$ cat config.mk
export PLATFORM = sky130hd
export DESIGN_NAME = epd_encoder_divider
export DESIGN_NICKNAME = d
export VERILOG_FILES = /design/src/epd_pkg.sv /design/src/epd_quad_out.sv /design/src/epd_encoder_divider.sv
export VERILOG_INCLUDE_DIRS = /design/src /design/src/src
export SDC_FILE = /design/constraint.sdc
export NUM_CORES = 1
export LEC_CHECK = 0
export ABC_CLOCK_PERIOD_IN_PS = 10450
export BUFFER_PORTS_ARGS = -buffer_cell sky130_fd_sc_hd__buf_2
export CAP_MARGIN = 0
export CORE_UTILIZATION = 30
export CTS_BUF_LIST = sky130_fd_sc_hd__clkbuf_4
export DETAILED_ROUTE_END_ITERATION = 8
export PLACE_DENSITY = 0.44
export RECOVER_POWER = 50
export SLEW_MARGIN = 20
export SYNTH_ARGS = -nofsm -noshare
export SYNTH_HDL_FRONTEND = slang
export SYNTH_SLANG_ARGS = --single-unit
export TNS_END_PERCENT = 100
$ cat constraint.sdc
create_clock -name aclk -period 10.45 [get_ports aclk]
set_input_delay 1.5675 -clock aclk [delete_from_list [all_inputs] [get_ports aclk]]
set_output_delay 1.5675 -clock aclk [all_outputs]
set_load 0.005 [all_outputs]
$ cat src/epd_consts.svh
// Purpose: offsets, field positions, reset values and limits of the encoder pulse divider
// Assumes: included by its bare name from the design files
// Notes:   definitions only
`ifndef EPD_CONSTS_SVH
`define EPD_CONSTS_SVH

// encoder counts per motor revolution (20-bit encoder)
`define EPD_ENC_RES        21'h10_0000
`define EPD_ENC_LAST       20'hF_FFFF
// largest numerator and denominator accepted, and smallest numerator
`define EPD_CFG_MAX        19'h4_0000
`define EPD_CFG_ONE        19'h0_0001

// register byte offsets
`define EPD_OFF_NUM        8'h00
`define EPD_OFF_DEN        8'h04
`define EPD_OFF_CTRL       8'h08
`define EPD_OFF_STATUS     8'h0C
`define EPD_OFF_MASK       8'h10
`define EPD_OFF_POS        8'h14
`define EPD_OFF_REVS       8'h18

// control fields
`define EPD_CTRL_DIR_LSB   0
`define EPD_CTRL_DIR_MSB   1
`define EPD_CTRL_REGEN_BIT 2
`define EPD_CTRL_OUTEN_BIT 3

// status and mask fields
`define EPD_ST_INDEX_BIT   0
`define EPD_ST_REGEN_BIT   1

// reset values
`define EPD_NUM_RST        19'h0_09C4
`define EPD_DEN_RST        19'h0_0000
`define EPD_CTRL_RST       4'h8
`define EPD_MASK_RST       2'h0

// bus answers
`define EPD_RESP_OKAY      2'h0
`define EPD_RESP_SLVERR    2'h2

`endif

$ cat src/epd_pkg.sv
// Purpose: types shared by the encoder pulse divider
// Assumes: nothing
// Notes:   one-hot channel states
package epd_pkg;

    typedef enum logic [1:0] {
        WS_IDLE = 2'b01,
        WS_RESP = 2'b10
    } epd_wr_state_e;

    typedef enum logic [1:0] {
        RS_IDLE = 2'b01,
        RS_DATA = 2'b10
    } epd_rd_state_e;

endpackage

$ cat src/epd_quad_out.sv
// Purpose: quadrature A/B and index generator for regenerated pulses
// Assumes: at most one of edge_fwd and edge_rev per cycle
// Notes:   all outputs come from flip-flops
`timescale 1ns/100ps
module epd_quad_out
    import epd_pkg::*;
(
    input  wire logic aclk,
    input  wire logic aresetn,
    input  wire logic edge_fwd,
    input  wire logic edge_rev,
    input  wire logic enc_step,
    input  wire logic invert_b,
    input  wire logic rev_wrap,
    input  wire logic acc_zero,
    output logic      out_a,
    output logic      out_b,
    output logic      out_z
);

    logic [1:0] phase;
    logic [1:0] next_phase;
    logic       z_aligned;

    // forward walks 0-1-2-3 so a leads b; reverse walks back
    always_comb begin
        next_phase = phase;
        if (edge_fwd) begin
            next_phase = phase + 2'h1;
        end else if (edge_rev) begin
            next_phase = phase - 2'h1;
        end
    end

    always_ff @(posedge aclk) begin
        if (!aresetn) begin
            phase <= 2'h0;
            out_a <= 1'b0;
            out_b <= 1'b0;
        end else begin
            phase <= next_phase;
            out_a <= next_phase[0] ^ next_phase[1];
            out_b <= next_phase[1] ^ invert_b;
        end
    end

    // aligned index spans one output quarter at phase zero; otherwise one raw count
    always_ff @(posedge aclk) begin
        if (!aresetn) begin
            out_z     <= 1'b0;
            z_aligned <= 1'b0;
        end else if (rev_wrap) begin
            out_z     <= 1'b1;
            z_aligned <= acc_zero && (next_phase == 2'h0);
        end else if (out_z) begin
            if (z_aligned ? (edge_fwd || edge_rev) : enc_step) begin
                out_z <= 1'b0;
            end
        end
    end

endmodule

$ cat src/epd_encoder_divider.sv
// Purpose: encoder dividing output, regenerates A/B/Z pulses from motor encoder counts
// Assumes: enc_fwd/enc_rev are one-cycle count pulses synchronous to aclk, one count per cycle at most
// Notes:   registers over AXI4-Lite, status bits clear on read
//
// Behaviour
// - output pulses per revolution can be set from one up to a quarter of the encoder resolution.
// - the numerator sets the per-revolution count of both phase A and phase B alike.
// - with a zero denominator the output makes four times the numerator edges per revolution, numerator 1 to 262144.
// - with a nonzero denominator the output count per revolution is numerator over denominator times the resolution.
// - one index pulse is output for every motor revolution.
// - with a nonzero denominator the index lines up with phase A only when the output count is a multiple of four.
// - when not lined up, the index lasts one raw encoder count and may be narrower than an output period.
// - direction select 0 leaves phase B as is, 1 inverts it, and 2 and 3 are reserved.
// - the regeneration limit enable turns detection of the regeneration error alarm off at 0 and on at 1.
//
// The placing of the registers and register access over AXI4-Lite were chosen for this implementation.
`timescale 1ns/100ps
`include "epd_consts.svh"
module epd_encoder_divider
    import epd_pkg::*;
(
    input  wire logic        aclk,
    input  wire logic        aresetn,
    input  wire logic [7:0]  s_axi_awaddr,
    input  wire logic        s_axi_awvalid,
    output logic             s_axi_awready,
    input  wire logic [31:0] s_axi_wdata,
    input  wire logic [3:0]  s_axi_wstrb,
    input  wire logic        s_axi_wvalid,
    output logic             s_axi_wready,
    output logic [1:0]       s_axi_bresp,
    output logic             s_axi_bvalid,
    input  wire logic        s_axi_bready,
    input  wire logic [7:0]  s_axi_araddr,
    input  wire logic        s_axi_arvalid,
    output logic             s_axi_arready,
    output logic [31:0]      s_axi_rdata,
    output logic [1:0]       s_axi_rresp,
    output logic             s_axi_rvalid,
    input  wire logic        s_axi_rready,
    input  wire logic        enc_fwd,
    input  wire logic        enc_rev,
    output logic             enc_out_a,
    output logic             enc_out_b,
    output logic             enc_out_z,
    output logic             regen_alarm,
    output logic             irq
);

    function automatic logic [31:0] merge_bytes(input logic [31:0] old_v,
                                                input logic [31:0] new_v,
                                                input logic [3:0]  strb);
        logic [31:0] res;
        res = old_v;
        for (int i = 0; i < 4; i++) begin
            if (strb[i]) begin
                res[i*8 +: 8] = new_v[i*8 +: 8];
            end
        end
        return res;
    endfunction

    // out-of-range values are pulled to the nearest legal one
    function automatic logic [18:0] clamp_cfg(input logic [31:0] v,
                                              input logic        zero_ok);
        logic [18:0] res;
        res = v[18:0];
        if (v > {13'h0_000, `EPD_CFG_MAX}) begin
            res = `EPD_CFG_MAX;
        end else if ((v == 32'h0000_0000) && !zero_ok) begin
            res = `EPD_CFG_ONE;
        end
        return res;
    endfunction

    function automatic logic addr_mapped(input logic [7:0] a);
        logic [7:0] w;
        w = {a[7:2], 2'b00};
        return (w == `EPD_OFF_NUM)    || (w == `EPD_OFF_DEN)  ||
               (w == `EPD_OFF_CTRL)   || (w == `EPD_OFF_MASK) ||
               (w == `EPD_OFF_STATUS) || (w == `EPD_OFF_POS)  ||
               (w == `EPD_OFF_REVS);
    endfunction

    epd_wr_state_e wr_state;
    epd_rd_state_e rd_state;

    logic [7:0]  aw_addr_q;
    logic        aw_held;
    logic [31:0] w_data_q;
    logic [3:0]  w_strb_q;
    logic        w_held;
    logic        aw_take;
    logic        w_take;
    logic        ar_take;
    logic        have_aw;
    logic        have_w;
    logic        do_write;
    logic [7:0]  wr_addr;
    logic [7:0]  wr_word;
    logic [31:0] wr_data;
    logic [3:0]  wr_strb;
    logic [7:0]  rd_word;
    logic [31:0] rd_value;

    logic [18:0] numerator;
    logic [18:0] denominator;
    logic [1:0]  output_direction_select;
    logic        regen_limit_enable;
    logic        out_enable;
    logic [1:0]  status;
    logic [1:0]  mask;
    logic [1:0]  status_clr;
    logic [1:0]  events;
    logic        cfg_write;

    logic [19:0] position;
    logic [31:0] revolutions;
    logic [20:0] acc;
    logic [20:0] next_acc;
    logic [20:0] inc_raw;
    logic [20:0] inc;
    logic [20:0] modulus;
    logic [21:0] sum;
    logic [21:0] sum_wrap;
    logic        over_rate;
    logic        step_f;
    logic        step_r;
    logic        edge_fwd;
    logic        edge_rev;
    logic        rev_wrap;
    logic        regen_event;
    localparam logic [3:0] ctrl_rst = `EPD_CTRL_RST;

    assign s_axi_awready = (wr_state == WS_IDLE) && !aw_held;
    assign s_axi_wready  = (wr_state == WS_IDLE) && !w_held;
    assign aw_take  = s_axi_awvalid && s_axi_awready;
    assign w_take   = s_axi_wvalid && s_axi_wready;
    assign have_aw  = aw_held || aw_take;
    assign have_w   = w_held || w_take;
    assign do_write = (wr_state == WS_IDLE) && have_aw && have_w;
    assign wr_addr  = aw_held ? aw_addr_q : s_axi_awaddr;
    assign wr_data  = w_held ? w_data_q : s_axi_wdata;
    assign wr_strb  = w_held ? w_strb_q : s_axi_wstrb;
    assign wr_word  = {wr_addr[7:2], 2'b00};

    // address and data may come in either order; each is held until its partner arrives
    always_ff @(posedge aclk) begin
        if (!aresetn) begin
            aw_held   <= 1'b0;
            aw_addr_q <= 8'h00;
            w_held    <= 1'b0;
            w_data_q  <= 32'h0000_0000;
            w_strb_q  <= 4'h0;
        end else if (do_write) begin
            aw_held <= 1'b0;
            w_held  <= 1'b0;
        end else begin
            if (aw_take) begin
                aw_held   <= 1'b1;
                aw_addr_q <= s_axi_awaddr;
            end
            if (w_take) begin
                w_held   <= 1'b1;
                w_data_q <= s_axi_wdata;
                w_strb_q <= s_axi_wstrb;
            end
        end
    end

    always_ff @(posedge aclk) begin
        if (!aresetn) begin
            wr_state     <= WS_IDLE;
            s_axi_bvalid <= 1'b0;
            s_axi_bresp  <= `EPD_RESP_OKAY;
        end else begin
            case (wr_state)
                WS_IDLE: begin
                    if (do_write) begin
                        wr_state     <= WS_RESP;
                        s_axi_bvalid <= 1'b1;
                        s_axi_bresp  <= addr_mapped(wr_addr) ? `EPD_RESP_OKAY : `EPD_RESP_SLVERR;
                    end
                end
                WS_RESP: begin
                    if (s_axi_bready) begin
                        wr_state     <= WS_IDLE;
                        s_axi_bvalid <= 1'b0;
                    end
                end
                default: begin
                    wr_state     <= WS_IDLE;
                    s_axi_bvalid <= 1'b0;
                end
            endcase
        end
    end

    assign cfg_write = do_write && ((wr_word == `EPD_OFF_NUM) || (wr_word == `EPD_OFF_DEN));

    always_ff @(posedge aclk) begin
        if (!aresetn) begin
            numerator   <= `EPD_NUM_RST;
            denominator <= `EPD_DEN_RST;
        end else if (do_write) begin
            if (wr_word == `EPD_OFF_NUM) begin
                numerator <= clamp_cfg(merge_bytes({13'h0_000, numerator}, wr_data, wr_strb), 1'b0);
            end
            if (wr_word == `EPD_OFF_DEN) begin
                denominator <= clamp_cfg(merge_bytes({13'h0_000, denominator}, wr_data, wr_strb), 1'b1);
            end
        end
    end

    // reserved direction codes are stored but only bit 0 steers phase B
    always_ff @(posedge aclk) begin
        if (!aresetn) begin
            output_direction_select <= ctrl_rst[`EPD_CTRL_DIR_MSB:`EPD_CTRL_DIR_LSB];
            regen_limit_enable      <= ctrl_rst[`EPD_CTRL_REGEN_BIT];
            out_enable              <= ctrl_rst[`EPD_CTRL_OUTEN_BIT];
        end else if (do_write && (wr_word == `EPD_OFF_CTRL) && wr_strb[0]) begin
            output_direction_select <= wr_data[`EPD_CTRL_DIR_MSB:`EPD_CTRL_DIR_LSB];
            regen_limit_enable      <= wr_data[`EPD_CTRL_REGEN_BIT];
            out_enable              <= wr_data[`EPD_CTRL_OUTEN_BIT];
        end
    end

    always_ff @(posedge aclk) begin
        if (!aresetn) begin
            mask <= `EPD_MASK_RST;
        end else if (do_write && (wr_word == `EPD_OFF_MASK) && wr_strb[0]) begin
            mask <= wr_data[1:0];
        end
    end

    assign s_axi_arready = (rd_state == RS_IDLE);
    assign ar_take       = s_axi_arvalid && s_axi_arready;
    assign rd_word       = {s_axi_araddr[7:2], 2'b00};

    always_comb begin
        rd_value = 32'h0000_0000;
        case (rd_word)
            `EPD_OFF_NUM:    rd_value = {13'h0_000, numerator};
            `EPD_OFF_DEN:    rd_value = {13'h0_000, denominator};
            `EPD_OFF_CTRL:   rd_value = {28'h000_0000, out_enable, regen_limit_enable, output_direction_select};
            `EPD_OFF_STATUS: rd_value = {30'h0000_0000, status};
            `EPD_OFF_MASK:   rd_value = {30'h0000_0000, mask};
            `EPD_OFF_POS:    rd_value = {12'h000, position};
            `EPD_OFF_REVS:   rd_value = revolutions;
            default:         rd_value = 32'h0000_0000;
        endcase
    end

    always_ff @(posedge aclk) begin
        if (!aresetn) begin
            rd_state     <= RS_IDLE;
            s_axi_rvalid <= 1'b0;
            s_axi_rdata  <= 32'h0000_0000;
            s_axi_rresp  <= `EPD_RESP_OKAY;
        end else begin
            case (rd_state)
                RS_IDLE: begin
                    if (ar_take) begin
                        rd_state     <= RS_DATA;
                        s_axi_rvalid <= 1'b1;
                        s_axi_rdata  <= rd_value;
                        s_axi_rresp  <= addr_mapped(s_axi_araddr) ? `EPD_RESP_OKAY : `EPD_RESP_SLVERR;
                    end
                end
                RS_DATA: begin
                    if (s_axi_rready) begin
                        rd_state     <= RS_IDLE;
                        s_axi_rvalid <= 1'b0;
                    end
                end
                default: begin
                    rd_state     <= RS_IDLE;
                    s_axi_rvalid <= 1'b0;
                end
            endcase
        end
    end

    // zero denominator: 4*num edges per resolution counts; else num edges per den counts
    assign inc_raw   = (denominator == 19'h0_0000) ? {numerator, 2'b00} : {2'b00, numerator};
    assign modulus   = (denominator == 19'h0_0000) ? `EPD_ENC_RES : {2'b00, denominator};
    // more than one edge per count cannot be regenerated; clamp and report
    assign over_rate = inc_raw > modulus;
    assign inc       = over_rate ? modulus : inc_raw;
    assign step_f    = enc_fwd && !enc_rev && out_enable;
    assign step_r    = enc_rev && !enc_fwd && out_enable;
    assign sum       = {1'b0, acc} + {1'b0, inc};
    assign sum_wrap  = sum - {1'b0, modulus};

    always_comb begin
        next_acc = acc;
        edge_fwd = 1'b0;
        edge_rev = 1'b0;
        if (step_f) begin
            if (sum >= {1'b0, modulus}) begin
                next_acc = sum_wrap[20:0];
                edge_fwd = 1'b1;
            end else begin
                next_acc = sum[20:0];
            end
        end else if (step_r) begin
            if (acc >= inc) begin
                next_acc = acc - inc;
            end else begin
                next_acc = acc + modulus - inc;
                edge_rev = 1'b1;
            end
        end
    end

    // new ratio restarts the fraction so no stale remainder exceeds the new modulus
    always_ff @(posedge aclk) begin
        if (!aresetn) begin
            acc <= 21'h00_0000;
        end else if (cfg_write) begin
            acc <= 21'h00_0000;
        end else begin
            acc <= next_acc;
        end
    end

    assign rev_wrap = (step_f && (position == `EPD_ENC_LAST)) ||
                      (step_r && (position == 20'h0_0000));

    always_ff @(posedge aclk) begin
        if (!aresetn) begin
            position    <= 20'h0_0000;
            revolutions <= 32'h0000_0000;
        end else if (step_f) begin
            position <= position + 20'h0_0001;
            if (position == `EPD_ENC_LAST) begin
                revolutions <= revolutions + 32'h0000_0001;
            end
        end else if (step_r) begin
            position <= position - 20'h0_0001;
            if (position == 20'h0_0000) begin
                revolutions <= revolutions - 32'h0000_0001;
            end
        end
    end

    assign regen_event = regen_limit_enable && over_rate && (step_f || step_r);
    assign events      = {regen_event, rev_wrap};
    assign status_clr  = (ar_take && (rd_word == `EPD_OFF_STATUS)) ? 2'h3 : 2'h0;

    // a new event in the clearing cycle survives the read
    always_ff @(posedge aclk) begin
        if (!aresetn) begin
            status <= 2'h0;
        end else begin
            status <= (status & ~status_clr) | events;
        end
    end

    // alarm holds until reset, like a drive fault
    always_ff @(posedge aclk) begin
        if (!aresetn) begin
            regen_alarm <= 1'b0;
        end else if (regen_event) begin
            regen_alarm <= 1'b1;
        end
    end

    assign irq = |(status & mask);

    epd_quad_out u_quad_out (
        .aclk     (aclk),
        .aresetn  (aresetn),
        .edge_fwd (edge_fwd),
        .edge_rev (edge_rev),
        .enc_step (step_f || step_r),
        .invert_b (output_direction_select[0]),
        .rev_wrap (rev_wrap),
        .acc_zero (next_acc == 21'h00_0000),
        .out_a    (enc_out_a),
        .out_b    (enc_out_b),
        .out_z    (enc_out_z)
    );

endmodule

== Word level (Yosys, flattened, before mapping) ==
Index checks and enable logic that the tools add are counted.

* Register bits: 214
* Bits of input ports: 61
* Output and inout bits: 46

* Add/sub/neg operators: 11
* Order comparisons: 5
* Equal/unequal tests: 22
* Muxes and demuxes: 77
* Bitwise logic cells: 8
* Reductions and logical operators: 67

{| class="wikitable"
|+ Operators by type and width
! kind !! number
|-
| $mux W8 || 32
|-
| $pmux W32 S7 || 1
|-
| $mux W32 || 5
|-
| $mux W21 || 7
|-
| $gt A32 B19 Y1 const B || 2
|-
| $sub A21 B21 Y21 || 3
|-
| $mux W19 || 3
|-
| $mux W20 || 2
|-
| $eq A6 B3 Y1 const B || 6
|-
| $add A32 B1 Y32 const B || 1
|-
| $logic_not A32 Y1 || 1
|-
| $sub A32 B1 Y32 const B || 1
|-
| $eq A6 B2 Y1 const B || 4
|-
| $add A21 B21 Y22 || 1
|-
| $ge A22 B21 Y1 || 1
|-
| $logic_and A1 B1 Y1 || 22
|-
| $add A21 B21 Y21 || 1
|-
| $ge A21 B21 Y1 || 1
|-
| $gt A21 B21 Y1 || 1
|-
| $logic_not A21 Y1 || 1
|-
| $add A20 B1 Y20 const B || 1
|-
| $eq A20 B20 Y1 const B || 1
|-
| $logic_not A20 Y1 || 1
|-
| $sub A20 B1 Y20 const B || 1
|-
| 27 further kinds || 90
|}

== Depth between registers and ports, before layout ==
Gate-level depths: netlist of the first run.

* Word-level depth: 13
* Gate-level depth with buffers: 50
* Gate-level depth less buffers: 46

== Cells and area by module ==
A second synthesis of the first run with hierarchy kept.

* Cells, all modules: 2144
* Area, all modules: 16971.3 sq um

{| class="wikitable"
|+ Modules (own cells, without submodules)
! module !! instances !! cells each !! area an instance (sq um)
|-
| epd_encoder_divider || 1 || 2117 || 16708.5
|-
| epd_quad_out || 1 || 27 || 262.8
|}

== Worst setup path after synthesis of the first run ==
OpenSTA, ideal clock, no wires.

* Path kind: register -> register
* Start: register denominator[1]
* End: register u_quad_out.z_aligned
* Setup time: 61 ps
* Arrival time: 9592 ps
* Data required time: 10389 ps
* Slack: 797 ps
* Stages on the path, launching flop included: 47
* Buffers on the path: 4
* Cells stage by stage: dfxtp_1 nor4_1 nand4_1 nor3_1 clkbuf_1 clkbuf_1 nor2b_1 ha_1 nor2b_1 o21a_1 o21a_1 o21a_1 o21a_1 o21a_1 o21a_1 o21a_1 o21ai_0 a21oi_1 [... 11 more ...] o21ai_0 nand2b_1 nand2b_1 a22oi_1 ha_1 nand4_1 or2_2 o22ai_1 a211oi_1 o21bai_1 o31ai_4 nand2_4 mux2_4 a221o_1 nor4_2 nand4_1 nor4_1 a32o_1

* Longest elaborated chain between the ends: 12
* Elaborated cells on any way between the ends: 26
* Those cells by class: add/sub (5); order compare (3); mux (14); reduce/logical (4)

{| class="wikitable"
|+ RTL lines
! element !! line !! RTL
|-
| from (decl) || epd_encoder_divider.sv:107 || <nowiki>logic [18:0] denominator;</nowiki>
|-
| from (signal assigned) || epd_encoder_divider.sv:204 || <nowiki>denominator <= `EPD_DEN_RST;</nowiki>
|-
| from (signal assigned) || epd_encoder_divider.sv:210 || <nowiki>denominator <= clamp_cfg(merge_bytes({13'h0_000, denominator}, wr_data, wr_strb), 1'b1);</nowiki>
|-
| parallel branches: the longest is 11 deep, another holds $add A21 B21 Y22 || n/a ||
|-
| $logic_and A1 B1 Y1 (*) || epd_quad_out.sv:54 || <nowiki>z_aligned <= acc_zero && (next_phase == 2'h0);</nowiki>
|-
| to (signal assigned) || epd_quad_out.sv:54 ||
|-
| to (decl) || epd_quad_out.sv:23 || <nowiki>logic z_aligned;</nowiki>
|}

Mark *: on every way between the ends.
A chain may end at the register's enable or synchronous reset.

== Worst setup path after layout of the first run ==
Same ends and word-level chain as after synthesis.

==> results of run 1 <==
-- metal layers --
layer | vias to the layer above | share of wire | GRT usage
li1 | 8098 | - | -
met1 | 7752 | 0.46 | 0.273
met5 | - | 0 | 0
met4 | 0 | 0.035 | 0.0878
met3 | 102 | 0.044 | 0.0296
met2 | 375 | 0.46 | 0.342
-- Yosys cell counts (all sizes together), types with 49 or more instances --
library cell | count | share of area
nor2 | 262 | 0.058
nand2 | 219 | 0.049
nand3 | 49 | 0.014
mux2i | 61 | 0.037
a21oi | 252 | 0.075
inv | 71 | 0.016
xnor2 | 79 | 0.041
ha | 153 | 0.11
clkbuf | 96 | 0.021
mux2 | 61 | 0.041
dfxtp | 208 | 0.25
o21ai | 80 | 0.024
-- worst max path at each step --
| stage | startpoint | endpoint | slack (ps) | depth (start not counted) |
|---|---|---|---|---|
| floorplan | denominator[1]$_SDFFE_PN0P_ | u_quad_out.z_aligned$_SDFFE_PN0P_ | 800 | 46 |
| global placement | denominator[1]$_SDFFE_PN0P_ | u_quad_out.z_aligned$_SDFFE_PN0P_ | 360 | 44 |
| detailed placement | denominator[1]$_SDFFE_PN0P_ | u_quad_out.z_aligned$_SDFFE_PN0P_ | 290 | 44 |
| CTS | denominator[1]$_SDFFE_PN0P_ | u_quad_out.z_aligned$_SDFFE_PN0P_ | 210 | 44 |
| global route | denominator[1]$_SDFFE_PN0P_ | u_quad_out.z_aligned$_SDFFE_PN0P_ | 4 | 49 |
| finish | denominator[1]$_SDFFE_PN0P_ | u_quad_out.z_aligned$_SDFFE_PN0P_ | 610 | 44 |
-- area by class of cell --
type	count	area, um2	area share
multi-input cells	1762	12100	0.628
flip-flops and latches	208	4160	0.216
repair buffers	172	1000	0.0520
well taps	748	936	0.0485
clock buffers	91	683	0.0354
inverters	72	272	0.0141
clock inverters	18	106	0.00551
diodes	3	7.51	0.000389
-- report_power, final --
part	switching [mW]	internal, mW
sequential	0.112	0.871
combinational	1.56	1.11
clock	0.399	0.424
-- kinds of logic after synthesis --
logic type,share of synthesized area
mux,0.0802
flops,0.245
simple gates,0.194
compound gates,0.235
other cells,0.000221
fa+ha+maj,0.141
buf+inv,0.0452
xor+xnor,0.0593
-- flip-flops by register name, summed over array words and instances, names as in the netlist, 2 cells and up --
register,count
acc,21
aw_addr_q,6
denominator,19
mask,2
numerator,19
output_direction_select,2
position,20
revolutions,32
s_axi_rdata,32
status,2
u_quad_out.phase,2
w_data_q,32
w_strb_q,4
-- worst max-delay path: cells and delay by family (launching register included) --
family	cells	cell delay [ps]
AOI/OAI and AO/OA	21	4040
and+or+nand+nor	10	2380
adders and majority gates	4	1280
muxes	4	950
buffers and inverters	4	580
DFF	1	320
xor gates and xnor gates	1	220
-- through the flow --
| step | instance area [um2] | hold WS (ps) | setup WS (ps) |
|---|---|---|---|
| floorplan | 17000 | 431 | 797 |
| global route | 19300 | 463 | 3.81 |
| CTS | 19300 | 450 | 206 |
| finish | 19300 | 447 | 608 |
| detailed placement | 18500 | 442 | 292 |
| global placement | 18500 | 439 | 358 |
-- layout by cell type, fill, tap and decap left out, types with 10 or more instances in the layout --
cell and instances:
nor2_1 260, a21oi_1 247, nand2_1 217, dfxtp_1 208
ha_1 153, clkbuf_4 91, xnor2_1 79, o21ai_0 71
inv_1 70, buf_4 70, buf_2 62, mux2i_1 60
mux2_2 59, nand3_1 49, nor3_1 44, a21o_1 42
clkbuf_1 38, xor2_1 36, a22oi_1 36, o21a_1 31
nand4_1 28, nor4_1 26, o21bai_1 25, fa_1 24
nor2b_1 23, o211ai_1 20, a222oi_1 17, a31oi_1 16
and3_1 15, a211oi_1 13, clkinv_1 11, nand2b_1 10
==> metrics.md, run 1 <==
| Metric | Value |
|---|---|
| Resize count post-CTS | 0 |
| Average wire per standard cell | 19.6 um |
| CTS tree | done |
| Slowest library cell on the worst path | mux2_2 |
| Crit path time final | 9840 ps |
| Detail Route Antenna Nets | 0 |
| Seq/Total Area, Yosys | 0.245 |
| Crit path required time | 11180 ps |
| Critical path capture point type | register |
| DRT Wirelength | 60.1 mm |
| Worst Path Max Fanout | 14 |
| Via count | 16327 |
| Total power | 4.47 mW |
| Hold endpoint | w_data_q[21]$_SDFFE_PN0P_ |
| CTS Buffer Depth | 3 |
| Mapped Cells | 2161 |
| P per Cell Area | 232 nW/um2 |
| Hold path start | w_data_q[21]$_SDFFE_PN0P_ |
| Hold Crit Class | reg -> reg |
| Final Non-Filler Cells | 3074 |
| Failing checks | max-capacitance violations, max-slew violations |
| DRC Markers | 0 |
| DIE AREA | 57600 um2 |
| Final setup viols | 0 |
| Slew Viols, Final | 177 |
| DP Wirelength | 46.0 mm |
| Transition time of the tightest slew-check pin | 4100 ps |
| Leak | 7.74 nW |
| YS warnings | 0 |
| Post-CTS setup buffer count | 0 |
| H-tree depth | 3 |
| Reg2reg setup slack | 610 ps |
| R2R Path End | u_quad_out.z_aligned$_SDFFE_PN0P_ |
| Slowest Stage Delay on Critical Path | 420 ps |
| Hold-fix buffers, CTS | 0 |
| Clock skew | 69.5 ps |
| Layout cells sized above 1 | 0.140 |
| Top-level port count | 107 |
| Core Rows | 86 |
| Yosys reg bits | 208 |
| Async set or reset register ratio after synthesis | 0 |
| PortBufs | 100 |
| Reg-to-Reg Start | denominator[1]$_SDFFE_PN0P_ |
| Placed cell count | 2962 |
| First-pass GRT wire length | 91.4 mm |
| Hold depth | 2 |
| Die W | 240 um |
| Grt ovf | 0 |
| EDFF count, synth | 0 |
| Final Cycle Share | 0.942 |
| Area delta synth->final | 13.6% |
| CP dominant cell by count | o21a_1 |
| Initial Util | 0.306 |
| CTS root buffer | clkbuf_4 |
| RSZ-0062 raised after global routing | false |
| Critical path arrival | 10570 ps |
| Slew headroom | -1.75 |
| Via density | 5.31 |
| Drt pass-1 iters | 5 |
| Fin util | 0.347 |
| Fillers | 6054 |
| Clk_lat worst skew | 800 ps |
| Largest net degree at the start of global routing | 110 |
| Fmax | 102 MHz |
| Initial antenna violation count | 1 |
| Netlist Area Pre-Place | 17000 um2 |
| WS Path Type | reg -> reg |
| Vias in the first global route | 15574 |
| FF-to-FF path depth | 44 |
| Synth cell types | 84 |
| CTS Sinks | 208 |
| RD Place Congestion | 0.908 |
| CP startpoint kind | register |
| Core Box Area | 55500 um2 |
| VDD IR-drop max | 0.0971 mV |
| Iter 0 DRT Violations | 1226 |
| Die height | 240 um |
| Outcome | finished, violations left |
| Global-route usage over all layers | 0.209 |
| CTS buffer count | 69 |
| Fin nets | 2523 |
| Reg clk slew, reported paths | 60 ps |
| Setup TNS Final | 0 ps |
| Avg Cell Area, Syn | 7.86 um2 |
| Final hold vios | 0 |
| Max-cap violations | 2 |
| Top_reg_cell synth | dfxtp_1 |
(Power assumes the default switching activity.)
==> run 2: changes to the inputs <==
--- a/config.mk
+++ b/config.mk
@@ -9,10 +9,12 @@
 export ABC_CLOCK_PERIOD_IN_PS = 10450
 export BUFFER_PORTS_ARGS = -buffer_cell sky130_fd_sc_hd__buf_2
 export CAP_MARGIN = 0
+export CELL_PAD_IN_SITES_DETAIL_PLACEMENT = 0
+export CELL_PAD_IN_SITES_GLOBAL_PLACEMENT = 1
 export CORE_UTILIZATION = 30
 export CTS_BUF_LIST = sky130_fd_sc_hd__clkbuf_4
 export DETAILED_ROUTE_END_ITERATION = 8
-export PLACE_DENSITY = 0.44
+export PLACE_DENSITY = 0.55
 export RECOVER_POWER = 50
 export SLEW_MARGIN = 20
 export SYNTH_ARGS = -nofsm -noshare
==> run 2 against run 1 <==
Compared with the run above: via count fell by 0.45%; combinational power about the same; flip-flop and latch count stayed put; non-clock buffer count rose by 17; worst setup slack improved by 150 ps; the flow still finishes with violations (max-capacitance violations, max-slew violations); power is 1.2% lower; clock power shrank 5.3%; first-iteration DRC count decreased by 11%; die area is the same; fmax rose by 1.6%; clock-buffer cell count up 3; critical path type unchanged.
==> metrics.md, run 2 (synthesis results as in run 1) <==
| Metric | Value |
|---|---|
| CTS buffer count | 59 (was 69) |
| Via density | 5.27 (was 5.31) |
| Reg-to-Reg Start | denominator[1]$_SDFFE_PN0P_ (unchanged) |
| CP Launch Point | denominator[1]$_SDFFE_PN0P_ (unchanged) |
| Largest net degree at the start of global routing | 95 (was 110) |
| Grt ovf | 0 (unchanged) |
| CTS root buffer | clkbuf_4 (unchanged) |
| Die W | 240 um (unchanged) |
| Drt pass-1 iters | 8 (was 5) |
| Fillers | 6073 (was 6054) |
| Final Cycle Share | 0.927 (was 0.942) |
| Hold-fix buffers, CTS | 0 (unchanged) |
| Global-route usage over all layers | 0.207 (was 0.209) |
| Max-cap violations | 2 (unchanged) |
| RSZ-0062 raised after global routing | false (unchanged) |
| WS Path Type | reg -> reg (unchanged) |
| Sequential cell area | 4160 um2 (unchanged) |
| Core Box Area | 55500 um2 (unchanged) |
| Resize count post-CTS | 0 (unchanged) |
| Fin nets | 2530 (was 2523) |
| Hold path start | s_axi_rdata[24]$_SDFFE_PN0P_ (was w_data_q[21]$_SDFFE_PN0P_) |
| Slowest Stage Delay on Critical Path | 420 ps (about the same) |
| VDD IR-drop max | 0.0797 mV (was 0.0971 mV) |
| Worst Path Max Fanout | 11 (was 14) |
| Failing checks | max-capacitance violations, max-slew violations (unchanged) |
| Multi-input gate area | 12100 um2 (about the same) |
| Final hold vios | 0 (unchanged) |
| Clk_lat worst skew | 780 ps (was 800 ps) |
| Leak | 7.83 nW (was 7.74 nW) |
| CP dominant cell by count | o21a_1 (unchanged) |
| Critical path capture point type | register (unchanged) |
| Post-CTS setup buffer count | 0 (unchanged) |
| CTS Sinks | 208 (unchanged) |
| Layout cells sized above 1 | 0.148 (was 0.140) |
| Critical path arrival | 10350 ps (was 10570 ps) |
| Slew headroom | -1.63 (was -1.75) |
| Initial Util | 0.306 (unchanged) |
| PortBufs | 100 (unchanged) |
| Fmax | 103 MHz (was 102 MHz) |
| Initial antenna violation count | 3 (was 1) |
| Commonest non-fill, non-tap cell in the layout | nor2_1 (unchanged) |
| Reg clk slew, reported paths | 70 ps (was 60 ps) |
| DIE AREA | 57600 um2 (unchanged) |
| Hold Crit Class | reg -> reg (unchanged) |
| Via count | 16254 (was 16327) |
| Area delta synth->final | 14.1% (was 13.6%) |
| Average wire per standard cell | 19.5 um (was 19.6 um) |
| Top-level port count | 107 (unchanged) |
| Slew Viols, Final | 177 (unchanged) |
| DRT Wirelength | 60.1 mm (about the same) |
| Outcome | finished, violations left (unchanged) |
| Detail Route Antenna Nets | 0 (unchanged) |
| Vias in the first global route | 15691 (was 15574) |
| Min Hold Slack | 449 ps (was 447 ps) |
| CP startpoint kind | register (unchanged) |
| Largest regs | revolutions: 32 flops, s_axi_rdata: 32 flops, w_data_q: 32 flops (unchanged) |
| Iter 0 DRT Violations | 1087 (was 1226) |
| CTS Buffer Depth | 3 (unchanged) |
| H-tree depth | 2 (was 3) |
| First-pass GRT wire length | 91.7 mm (was 91.4 mm) |
| Crit path required time | 11110 ps (was 11180 ps) |
| Core Rows | 86 (unchanged) |
| Crit path time final | 9690 ps (was 9840 ps) |
| Setup TNS Final | 0 ps (unchanged) |
| Clock skew | 74.6 ps (was 69.5 ps) |
| P per Cell Area | 228 nW/um2 (was 232 nW/um2) |
| DP Wirelength | 46.6 mm (was 46.0 mm) |
| Commonest cells after routing, fill and taps aside | nor2_1 (260), a21oi_1 (247), nand2_1 (218) (was nor2_1 (260), a21oi_1 (247), nand2_1 (217)) |
| CTS tree | done (unchanged) |
| Transition time of the tightest slew-check pin | 3940 ps (was 4100 ps) |
| Die height | 240 um (unchanged) |
| DRC Markers | 0 (unchanged) |
| Final setup viols | 0 (unchanged) |
| RD Place Congestion | 0.888 (was 0.908) |
| Slowest library cell on the worst path | mux2_2 (unchanged) |
run 2: cell type report:
class / count / area share
repair buffers: 189 / 0.0579
clock buffers: 94 / 0.0364
well taps: 748 / 0.0483
flip-flops and latches: 208 / 0.215
diodes: 1 / 0.000129
multi-input cells: 1762 / 0.625
clock inverters: 13 / 0.00303
inverters: 72 / 0.0140
run 2: final timing paths:
kind,slack [ps],endpoint,depth (start not counted)
setup / recovery,760,u_quad_out.z_aligned$_SDFFE_PN0P_,43
hold / removal,450,s_axi_rdata[24]$_SDFFE_PN0P_,2
setup reg to reg,760,u_quad_out.z_aligned$_SDFFE_PN0P_,43
hold reg to reg,450,s_axi_rdata[24]$_SDFFE_PN0P_,2
run 2: layer usage:
metal  up-vias  share of wire  global-route usage
li1       8116              -                   -
met1      7737           0.48               0.280
met2       315           0.45               0.341
met3        84          0.038              0.0268
met4         2          0.026              0.0585
met5         -        0.00022                   0
run 2: metrics by stage:
stage	power [mW]	cells	utilization	cell area, um2	worst slack (ps)
finish	4.42	3087	0.349	19400	761
global route	4.78	3087	0.349	19400	47.7
CTS	4.44	3086	0.349	19400	406
detailed placement	3.63	2979	0.336	18600	467
global placement	3.63	2979	0.336	18600	513
floorplan	2.88	2162	-	17000	797
run 2: worst max-delay path: cells and delay by family (launching register included):
kind	cells	cell delay, ps
xor+xnor	1	220
simple gates	10	2080
fa+ha+maj	4	1260
mux	4	1030
buf+inv	3	410
flops	1	320
compound gates	21	4180
run 2: power by group:
group | leakage (nW) | total (mW) | internal [mW] | switching (mW)
Combinational | 5.67 | 2.67 | 1.13 | 1.53
Clock | 0.465 | 0.779 | 0.405 | 0.373
Sequential | 1.69 | 0.975 | 0.870 | 0.105
